### config.mk
export PLATFORM = sky130hd
export DESIGN_NAME = bus_event_trigger_sequencer
export DESIGN_NICKNAME = d
export VERILOG_FILES = /design/src/core/trig_seq_pkg.sv /design/src/core/bus_event_trigger_sequencer.sv
export SDC_FILE = /design/constraint.sdc
export NUM_CORES = 1
export LEC_CHECK = 0
export BUFFER_PORTS_ARGS = -buffer_cell sky130_fd_sc_hd__buf_2
export CORE_MARGIN = 3
export CORE_UTILIZATION = 54
export DETAILED_ROUTE_END_ITERATION = 10
export GPL_ROUTABILITY_DRIVEN = 0
export PLACE_DENSITY = 0.71
export SLEW_MARGIN = 20
export SYNTH_ARGS = -nofsm -noshare
export SYNTH_HDL_FRONTEND = slang
export SYNTH_SLANG_ARGS = --single-unit
### constraint.sdc
create_clock -name pclk -period 7.3 [get_ports pclk]
set_clock_uncertainty 0.05 [all_clocks]
set_input_delay 1.095 -clock pclk [delete_from_list [all_inputs] [get_ports pclk]]
set_output_delay 1.095 -clock pclk [all_outputs]
set_load 0.03 [all_outputs]
### src/core/trig_seq_pkg.sv
`default_nettype none
package trig_seq_pkg;
  localparam int CLK_NS = 20;
  localparam int USEC_NS = 1000;
  localparam int USEC_CYC = (USEC_NS + CLK_NS - 1) / CLK_NS;
  localparam int USEC_PER_MSEC = 1000;
  localparam logic [7:0] OFF_CTRL = 8'h00;
  localparam logic [7:0] OFF_STATUS = 8'h04;
  localparam logic [7:0] OFF_MASK = 8'h08;
  localparam logic [7:0] OFF_COUNT = 8'h0C;
  localparam logic [3:0] UNIT_BASE_HI = 4'h1;
  localparam logic [1:0] UREG_CMP = 2'h0;
  localparam logic [1:0] UREG_QUAL = 2'h1;
  localparam logic [1:0] UREG_PASS = 2'h2;
  localparam logic [1:0] UREG_DLY = 2'h3;
  localparam int CTRL_SEL_LSB = 0;
  localparam int CTRL_MODE_LSB = 4;
  localparam int CMP_ADDR_EN = 24;
  localparam int CMP_DATA_EN = 25;
  localparam int QUAL_EXT_EN = 16;
  localparam int ST_TRIG1 = 0;
  localparam int ST_TRIG2 = 1;
  localparam int ST_BREAK = 2;
  localparam int ST_HALT = 3;
  localparam logic [31:0] CMP_RST = 32'h0000_0000;
  localparam logic [31:0] QUAL_RST = 32'h0000_0000;
  localparam logic [15:0] CNT16_RST = 16'h0000;
  localparam logic [3:0] MASK_RST = 4'h0;
  typedef enum logic [1:0] {
    SEL_NONE = 2'b00, SEL_EV1 = 2'b01, SEL_EV2 = 2'b10, SEL_BOTH = 2'b11
  } brk_sel_t;
  typedef enum logic [2:0] {
    MODE_CYCL = 3'b000, MODE_USEC = 3'b001, MODE_MSEC = 3'b010,
    MODE_EVENT_UNIT_ONE = 3'b011, MODE_EVENT_UNIT_TWO = 3'b100
  } cnt_mode_t;
  typedef enum logic [1:0] {
    PH_IDLE = 2'b00, PH_ARMED = 2'b01, PH_DELAY = 2'b10, PH_DONE = 2'b11
  } phase_t;
  typedef struct packed {
    logic strobe;
    logic start;
    logic halt;
    logic [15:0] addr;
    logic [7:0] data;
    logic [3:0] btype;
    logic [7:0] ext;
  } pins_t;
  typedef struct packed {
    logic [31:0] cmp;
    logic [31:0] qual;
    logic [15:0] pass;
    logic [15:0] dly;
    logic [15:0] pass_rem;
    logic [15:0] dly_rem;
    phase_t phase;
  } unit_t;
  typedef struct packed {
    pins_t s1;
    pins_t s2;
    pins_t s3;
    brk_sel_t sel;
    cnt_mode_t mode;
    logic [3:0] status;
    logic [3:0] mask;
    unit_t [1:0] u;
    logic [31:0] gcount;
    logic cnt_run;
    logic run;
    logic brk;
    logic [5:0] pre_us;
    logic [9:0] pre_ms;
    logic irq;
    logic pready;
    logic pslverr;
    logic [31:0] prdata;
  } state_t;
endpackage
`default_nettype wire

### src/core/bus_event_trigger_sequencer.sv
// Our own choices: the address map and register access over APB.
`default_nettype none
module bus_event_trigger_sequencer (
  input wire logic pclk,
  input wire logic presetn,
  input wire logic psel,
  input wire logic penable,
  input wire logic pwrite,
  input wire logic [7:0] paddr,
  input wire logic [31:0] pwdata,
  output logic [31:0] prdata,
  output logic pready,
  output logic pslverr,
  input wire trig_seq_pkg::pins_t target_bus,
  output logic emu_break,
  output logic irq
);
  trig_seq_pkg::state_t st_ff;
  trig_seq_pkg::state_t nxt_st;

  logic txn;
  logic go;
  logic halt_edge;
  logic us_tick;
  logic ms_tick;
  logic wr;
  logic rd;
  logic hit_u;
  logic [1:0] addr_ok;
  logic [1:0] data_ok;
  logic [1:0] type_ok;
  logic [1:0] ext_ok;
  logic [1:0] hit;
  logic [1:0] fire;
  logic [1:0] tick;
  logic [3:0] set_st;
  logic fire_sel;
  logic [31:0] rdata;
  logic rerr;
  trig_seq_pkg::pins_t b;

  always_comb begin
    nxt_st = st_ff;
    hit_u = 1'b0;
    addr_ok = 2'b00;
    data_ok = 2'b00;
    type_ok = 2'b00;
    ext_ok = 2'b00;
    hit = 2'b00;
    fire = 2'b00;
    tick = 2'b00;
    set_st = 4'h0;
    fire_sel = 1'b0;
    rdata = 32'h0000_0000;
    rerr = 1'b0;

    // Bus pins cross into pclk; only the second stage and later are looked at.
    nxt_st.s1 = target_bus;
    nxt_st.s2 = st_ff.s1;
    nxt_st.s3 = st_ff.s2;
    b = st_ff.s2;
    txn = b.strobe & ~st_ff.s3.strobe & st_ff.run;
    go = b.start & ~st_ff.s3.start;
    halt_edge = b.halt & ~st_ff.s3.halt & st_ff.run;

    // Time base for the microsecond and millisecond units.
    us_tick = (st_ff.pre_us == 6'(trig_seq_pkg::USEC_CYC - 1));
    ms_tick = us_tick && (st_ff.pre_ms == 10'(trig_seq_pkg::USEC_PER_MSEC - 1));
    nxt_st.pre_us = us_tick ? 6'h00 : st_ff.pre_us + 6'h01;
    if (us_tick) begin
      nxt_st.pre_ms = ms_tick ? 10'h000 : st_ff.pre_ms + 10'h001;
    end

    for (int i = 0; i < 2; i++) begin
      // A field whose enable is clear matches anything; a clear type mask means all bus types.
      addr_ok[i] = ~st_ff.u[i].cmp[trig_seq_pkg::CMP_ADDR_EN]
        | (b.addr == st_ff.u[i].cmp[15:0]);
      data_ok[i] = ~st_ff.u[i].cmp[trig_seq_pkg::CMP_DATA_EN]
        | (b.data == st_ff.u[i].cmp[23:16]);
      type_ok[i] = ((b.btype & st_ff.u[i].qual[3:0]) == st_ff.u[i].qual[3:0]);
      ext_ok[i] = ~st_ff.u[i].qual[trig_seq_pkg::QUAL_EXT_EN]
        | (b.ext == st_ff.u[i].qual[15:8]);
      hit_u = txn & addr_ok[i] & data_ok[i] & type_ok[i] & ext_ok[i];
      hit[i] = hit_u;
      // The prescaler runs free, so the first timed tick after a start may come early.
      case (st_ff.mode)
        trig_seq_pkg::MODE_USEC: begin
          tick[i] = us_tick;
        end
        trig_seq_pkg::MODE_MSEC: begin
          tick[i] = ms_tick;
        end
        default: begin
          tick[i] = txn;
        end
      endcase
      case (st_ff.u[i].phase)
        trig_seq_pkg::PH_ARMED: begin
          if (hit_u) begin
            // A remaining count of one or less means this hit completes the passes.
            if (st_ff.u[i].pass_rem > 16'h0001) begin
              nxt_st.u[i].pass_rem = st_ff.u[i].pass_rem - 16'h0001;
            end else if (st_ff.u[i].dly == 16'h0000) begin
              fire[i] = 1'b1;
            end else begin
              nxt_st.u[i].phase = trig_seq_pkg::PH_DELAY;
              nxt_st.u[i].dly_rem = st_ff.u[i].dly;
            end
          end
        end
        // The delay unit is read at each tick, so a mode change takes effect at once.
        trig_seq_pkg::PH_DELAY: begin
          if (tick[i]) begin
            if (st_ff.u[i].dly_rem <= 16'h0001) begin
              fire[i] = 1'b1;
            end else begin
              nxt_st.u[i].dly_rem = st_ff.u[i].dly_rem - 16'h0001;
            end
          end
        end
        trig_seq_pkg::PH_IDLE: begin
        end
        trig_seq_pkg::PH_DONE: begin
        end
        default: begin
          nxt_st.u[i].phase = trig_seq_pkg::PH_IDLE;
        end
      endcase
      if (fire[i]) begin
        nxt_st.u[i].phase = trig_seq_pkg::PH_DONE;
      end
    end

    // Select bit 0 enables unit one and bit 1 unit two, so both set breaks on either.
    fire_sel = (fire[0] & st_ff.sel[0]) | (fire[1] & st_ff.sel[1]);

    // General counter.
    if (st_ff.cnt_run) begin
      case (st_ff.mode)
        trig_seq_pkg::MODE_CYCL: begin
          if (txn) begin
            nxt_st.gcount = st_ff.gcount + 32'h0000_0001;
          end
        end
        trig_seq_pkg::MODE_USEC: begin
          if (us_tick) begin
            nxt_st.gcount = st_ff.gcount + 32'h0000_0001;
          end
        end
        trig_seq_pkg::MODE_MSEC: begin
          if (ms_tick) begin
            nxt_st.gcount = st_ff.gcount + 32'h0000_0001;
          end
        end
        trig_seq_pkg::MODE_EVENT_UNIT_ONE: begin
          if (hit[0]) begin
            nxt_st.gcount = st_ff.gcount + 32'h0000_0001;
          end
        end
        trig_seq_pkg::MODE_EVENT_UNIT_TWO: begin
          if (hit[1]) begin
            nxt_st.gcount = st_ff.gcount + 32'h0000_0001;
          end
        end
        default: begin
          nxt_st.gcount = st_ff.gcount;
        end
      endcase
    end

    // Break sources. Without a selected unit, only a halt stops the run.
    if (fire_sel) begin
      nxt_st.cnt_run = 1'b0;
    end
    if (fire_sel || halt_edge) begin
      nxt_st.brk = 1'b1;
      nxt_st.run = 1'b0;
      nxt_st.cnt_run = 1'b0;
    end

    // A program start rearms everything, even if a break was pending.
    if (go) begin
      nxt_st.run = 1'b1;
      nxt_st.brk = 1'b0;
      nxt_st.cnt_run = 1'b1;
      nxt_st.gcount = 32'h0000_0000;
      for (int i = 0; i < 2; i++) begin
        nxt_st.u[i].phase = trig_seq_pkg::PH_ARMED;
        nxt_st.u[i].pass_rem = st_ff.u[i].pass;
        nxt_st.u[i].dly_rem = st_ff.u[i].dly;
      end
    end

    // Status events; a set in the same cycle as a clear wins, so no event is lost.
    set_st[trig_seq_pkg::ST_TRIG1] = fire[0];
    set_st[trig_seq_pkg::ST_TRIG2] = fire[1];
    set_st[trig_seq_pkg::ST_BREAK] = nxt_st.brk & ~st_ff.brk;
    set_st[trig_seq_pkg::ST_HALT] = halt_edge;

    // APB: access phase lasts two cycles; a write acts where pready is seen high, a read is sampled in the cycle before.
    wr = psel & penable & pready & pwrite;
    rd = psel & penable & ~pready & ~pwrite;
    nxt_st.pready = psel & penable & ~st_ff.pready;
    nxt_st.pslverr = 1'b0;
    case (paddr[7:4])
      4'h0: begin
        case (paddr[3:0])
          trig_seq_pkg::OFF_CTRL[3:0]: begin
            rdata = {25'h0, st_ff.mode, 2'h0, st_ff.sel};
          end
          trig_seq_pkg::OFF_STATUS[3:0]: begin
            rdata = {28'h0, st_ff.status};
          end
          trig_seq_pkg::OFF_MASK[3:0]: begin
            rdata = {28'h0, st_ff.mask};
          end
          trig_seq_pkg::OFF_COUNT[3:0]: begin
            rdata = st_ff.gcount;
          end
          default: begin
            rerr = 1'b1;
          end
        endcase
      end
      // Unit registers sit in two blocks of four words; address bit 5 picks the unit.
      trig_seq_pkg::UNIT_BASE_HI, trig_seq_pkg::UNIT_BASE_HI + 4'h1: begin
        case (paddr[3:2])
          trig_seq_pkg::UREG_CMP: begin
            rdata = st_ff.u[paddr[5]].cmp;
          end
          trig_seq_pkg::UREG_QUAL: begin
            rdata = st_ff.u[paddr[5]].qual;
          end
          trig_seq_pkg::UREG_PASS: begin
            rdata = {16'h0000, st_ff.u[paddr[5]].pass};
          end
          default: begin
            rdata = {16'h0000, st_ff.u[paddr[5]].dly};
          end
        endcase
        rerr = (paddr[1:0] != 2'h0);
      end
      default: begin
        rerr = 1'b1;
      end
    endcase
    // An error answer always carries zero data, for a refused write as well as a read.
    if (rerr) begin
      rdata = 32'h0000_0000;
    end
    if (rd || (psel & penable & ~st_ff.pready & rerr)) begin
      nxt_st.prdata = rdata;
    end
    if (psel & penable & ~st_ff.pready) begin
      nxt_st.pslverr = rerr;
    end

    nxt_st.status = st_ff.status | set_st;
    // A refused access changes no register.
    if (wr && !rerr) begin
      case (paddr[7:4])
        4'h0: begin
          case (paddr[3:0])
            trig_seq_pkg::OFF_CTRL[3:0]: begin
              nxt_st.sel = trig_seq_pkg::brk_sel_t'(pwdata[trig_seq_pkg::CTRL_SEL_LSB +: 2]);
              nxt_st.mode =
                trig_seq_pkg::cnt_mode_t'(pwdata[trig_seq_pkg::CTRL_MODE_LSB +: 3]);
            end
            trig_seq_pkg::OFF_STATUS[3:0]: begin
              nxt_st.status = (st_ff.status & ~pwdata[3:0]) | set_st;
            end
            trig_seq_pkg::OFF_MASK[3:0]: begin
              nxt_st.mask = pwdata[3:0];
            end
            default: begin
              nxt_st.mask = st_ff.mask;
            end
          endcase
        end
        default: begin
          case (paddr[3:2])
            trig_seq_pkg::UREG_CMP: begin
              nxt_st.u[paddr[5]].cmp = pwdata;
            end
            trig_seq_pkg::UREG_QUAL: begin
              nxt_st.u[paddr[5]].qual = pwdata;
            end
            trig_seq_pkg::UREG_PASS: begin
              nxt_st.u[paddr[5]].pass = pwdata[15:0];
            end
            default: begin
              nxt_st.u[paddr[5]].dly = pwdata[15:0];
            end
          endcase
        end
      endcase
    end
    nxt_st.irq = |(nxt_st.status & nxt_st.mask);
  end

  always_ff @(posedge pclk or negedge presetn) begin
    if (!presetn) begin
      // The aggregate clear covers every field; the named values state the intended reset.
      st_ff <= '0;
      st_ff.sel <= trig_seq_pkg::SEL_NONE;
      st_ff.mode <= trig_seq_pkg::MODE_CYCL;
      st_ff.mask <= trig_seq_pkg::MASK_RST;
      for (int i = 0; i < 2; i++) begin
        st_ff.u[i].cmp <= trig_seq_pkg::CMP_RST;
        st_ff.u[i].qual <= trig_seq_pkg::QUAL_RST;
        st_ff.u[i].pass <= trig_seq_pkg::CNT16_RST;
        st_ff.u[i].dly <= trig_seq_pkg::CNT16_RST;
        st_ff.u[i].phase <= trig_seq_pkg::PH_IDLE;
      end
    end else begin
      st_ff <= nxt_st;
    end
  end

  // Outputs come straight from the state register, so no decode logic reaches a pin.
  assign prdata = st_ff.prdata;
  assign pready = st_ff.pready;
  assign pslverr = st_ff.pslverr;
  assign emu_break = st_ff.brk;
  assign irq = st_ff.irq;
endmodule
`default_nettype wire

* Word level (Yosys, flattened, before mapping)
Cells that the tools add are included.
** Word-level totals
- Logic and storage cells :: 233
- Input bits :: 84
- Memories kept :: 0
- Flip-flop bits (word level) :: 440
- ROM bits :: 0
- Latch bits :: 0
- Output and inout port bits :: 36
- Memory bits (writable) :: 0
** Operators by class
- $mul :: 0
- Divide/modulo/power cells :: 0
- Reduce and logical (&&, ||, !) cells :: 23
- Add/subtract/negate cells :: 7
- Order comparisons :: 6
- Shift-type cells :: 0
- Equality and inequality tests :: 30
- Bitwise operators :: 49
- Mux-type cells :: 73
** Operators by type and width (number)
- $bwmux W260 :: 4
- $pmux W260 S3 :: 1
- $demux W130 S1 :: 4
- $mux W130 :: 3
- $mux W268 :: 1
- $mux W260 :: 1
- $mux W32 :: 7
- $pmux W32 S5 :: 1
- $mux W16 :: 8
- $pmux W32 S4 :: 1
- $mux W34 :: 3
- $mux W98 :: 1
- $pmux W32 S3 :: 1
- $mux W18 :: 4
- $mux W69 :: 1
- $mux W66 :: 1
- $pmux W16 S2 :: 2
- $pmux W32 S2 :: 1
- $sub A16 B1 Y16 const B :: 4
- $mux W50 :: 1
- $add A32 B1 Y32 const B :: 1
- $eq A16 B16 Y1 :: 2
- $eq A8 B8 Y1 :: 4
- $gt A16 B1 Y1 const B :: 2
- 47 further kinds :: 129

* Logic depth before layout (Yosys ltp)
- Depth in word-level cells :: 21
- Gate-level depth with buffers :: 11

* Worst setup path after synthesis
OpenSTA, ideal clock, no wires.
- Kind :: input port to flip-flop
- Start :: input paddr[7]
- End :: register st_ff, in the netlist irq
- Arrival :: 3216 ps
- Slack :: 3893 ps
- Data required time :: 7109 ps
- Cell stages on the path :: 7
- Path through :: or4_1 a2111oi_2 and3_1 clkbuf_1 mux2_2 a221oi_1 o211ai_1
** RTL lines
- from (decl) :: line bus_event_trigger_sequencer.sv:9 : input wire logic [7:0] paddr,
- to (signal assigned) :: line bus_event_trigger_sequencer.sv:316 : st_ff <= nxt_st;
- to (decl) :: line bus_event_trigger_sequencer.sv:18 : trig_seq_pkg::state_t st_ff;

==> flow_summary.json <==
{
  "critPathArrivalTime_ns": 3.83,
  "tritoncts": "yes",
  "startpoint_type": "flip-flop",
  "met1_length_mm": 24.5,
  "end_kind": "flip-flop",
  "holdWs_ns": 0.289,
  "max_stage_delay_ns": 0.69,
  "synthArstFlopShare_pct": 100,
  "final_common_cell": "dfrtp_1",
  "first_pass_iters": 5,
  "multi_input_area_sq_mm": 0.00996,
  "drcViolationCount": 0,
  "start_util_pct": 54.8,
  "clk_latency_ns": 0.59,
  "post_drt_via_cell_ratio": 6.36,
  "fmax_mhz": 292,
  "drv_cap": 0,
  "synth-adder-area-share_pct": 0.918,
  "r2r_start": "b[13]$_DFF_PN0_",
  "hpwlAfterDp_mm": 39.4,
  "hp-class": "flip-flop to flip-flop",
  "clkTransAtPathRegs_ns": 0.06,
  "synth_area_leaders": "dfrtp_1, mux2_2, mux4_2",
  "min_from": "nxt_st[404]$_DFF_PN0_",
  "relSlewSlack_pct": 28.8,
  "grt_pass1_wl_mm": 90.9,
  "nNetsFinal": 2090,
  "drt_first_iter_violations": 1584,
  "grt_start_max_net_pins": 173,
  "htree_levels": 2,
  "ys_seq_area_share_pct": 50.5,
  "antenna_found_initial": 4,
  "finalSetupTns_ns": 0,
  "cp.required_ns": 7.70,
  "syn_area_sq_mm": 0.0218,
  "synth_compound_area_share_pct": 10.3,
  "layout_common_cells": "dfrtp_1, mux2_2, nand2_1, buf_2, o21ai_0",
  "drive_gt1_share_pct": 23.4,
  "ys.flop_type": "dfrtp_1",
  "avgRoutedWirePerCell_microns": 22.6,
  "top_layer": "met5",
  "power.density_mw_per_mm2": 253,
  "critPathLaunch": "b[13]$_DFF_PN0_",
  "synth_xor_area_share_pct": 3.97,
  "hold_viol": 0,
  "stdcell_count": 2553,
  "nFillCells": 3247,
  "cts_made_buffers": 46,
  "clock_tree.buffer_depth": 3,
  "place_inst": 2467,
  "ctsHoldBuffers": 0,
  "ios": 120,
  "routed_wl_mm": 57.7,
  "core_region_area_sq_mm": 0.0398,
  "io_buffer_count": 119,
  "first_global_vias": 15861,
  "ctsResizeCount": 0,
  "vias": 16246,
  "period_share_pct": 46.9,
  "cp_cell_sequence": "xnor2_1, nand4_1, o21ai_0, nand4_1, o21ai_2, a21oi_1, a221o_1",
  "routed-wl-met3_mm": 4.34,
  "grt_setup_unrepaired": "no",
  "min_period_ns": 3.43,
  "yosysWarnings": 0,
  "path_common_cell": "nand4_1",
  "synth_edf_count": 0,
  "die_w_microns": 207,
  "cts_sinks": 440,
  "ir_drop_mv": 0.230,
  "synth.distinct_cells": 76,
  "synth_mux_area_share_pct": 16.4,
  "rows": 73,
  "register_area_sq_mm": 0.0110,
  "setup_viol": 0,
  "power_mw": 6.12,
  "p_leak_nw": 10.8,
  "fp.dieH_microns": 207,
  "synth_cells": 1956,
  "critPathMaxFanout": 12,
  "crit_slowest_cell": "nand4_1",
  "cts_root_buf": "clkbuf_16",
  "synthSimpleGateAreaFrac_pct": 13.8,
  "met2_length_mm": 26.5,
  "cts_setup_buffers": 0,
  "tightest_slew_ns": 1.06,
  "ys_ff_latch": 440,
  "areaGrowthSynthToFinish_pct": 10.8,
  "yosysTopAreaCell": "dfrtp_1",
  "criticalPathCategory": "flip-flop to flip-flop",
  "synth_fp_nets": 2056,
  "synth_top_family_by_area": "multiplexers",
  "grt_overflow": 0,
  "die_area_sq_mm": 0.0429,
  "status": "complete, no violations",
  "grt_usage_pct": 26.5,
  "slew_violations": 0,
  "ant_nets": 0,
  "yosysTopAreaCellShare_pct": 50.5,
  "avgSynthCellArea_sq_um": 11.2
}
==> report_power, final <==
group	internal, mW	leakage (nW)	switching (mW)
combinational	0.361	4.18	0.607
sequential	2.58	5.82	0.142
clock	1.44	0.767	0.992
==> metrics by stage <==
| step | area [sq um] | utilization (%) | setup slack [ns] |
|---|---|---|---|
| finish | 24200 | 60.7 | 3.87 |
| global route | 24200 | 60.7 | 3.72 |
| CTS | 24200 | 60.7 | 3.89 |
| detailed placement | 22600 | 56.7 | 3.26 |
| global placement | 22600 | 56.7 | 3.33 |
| floorplan | 21800 | - | 3.89 |
==> critical path: cells and delay by family, from the launching register on <==
family | cells | cell delay, ns
compound gates | 4 | 1.70
flops | 1 | 0.42
xor+xnor | 1 | 0.26
simple gates | 2 | 0.87
==> cell families after synthesis <==
kind of cell,count (synthesis)
simple gates,569
flops,440
compound gates,356
mux,272
buf+inv,204
xor+xnor,99
fa+ha+maj,16
==> layer usage <==
| layer | global-route usage [%] | vias up |
|---|---|---|
| li1 | - | 7205 |
| met1 | 38.1 | 8226 |
| met2 | 40.5 | 682 |
| met3 | 4.54 | 131 |
| met4 | 10.8 | 2 |
| met5 | 0 | - |
==> final timing paths <==
kind / endpoint / slack (ns) / cells past startpoint
max: st_ff[100]$_DFF_PN0_ / 3.87 / 7
min: b[6]$_DFF_PN0_ / 0.29 / 0
max reg2reg: st_ff[100]$_DFF_PN0_ / 3.87 / 7
min reg2reg: b[6]$_DFF_PN0_ / 0.29 / 0
max in group asynchronous: asynchronous set/reset pin / 5.35 / 2
min in group asynchronous: st_ff[44]$_DFFE_PN0N_ / 0.46 / 1
==> cell type report <==
class,count,share of cell area (%)
multi-input cells,1312,41.2
flip-flops and latches,440,45.6
repair buffers,137,3.17
well taps,525,2.72
clock inverters,16,0.895
clock buffers,67,5.63
inverters,53,0.823
diodes,3,0.0311
==> synthesized netlist by cell type, drive strengths merged, types with 9 or more instances <==
master    n
or4      38
ha       16
dfrtp   440
xor2     10
o22ai    11
nand2   169
nor4     44
mux4     50
or3      20
a21oi    93
nand3    41
and2     16
mux2    185
o211ai   11
a211o    12
mux2i    37
nand4    49
o21ai   111
inv      53
a221o     9
xnor2    89
clkbuf   99
a22oi    21
and3     15
buf      52
nor2     82
o31ai    36
nor3     45
a31oi    12
Note: power is estimated with default switching activity, not from simulation.
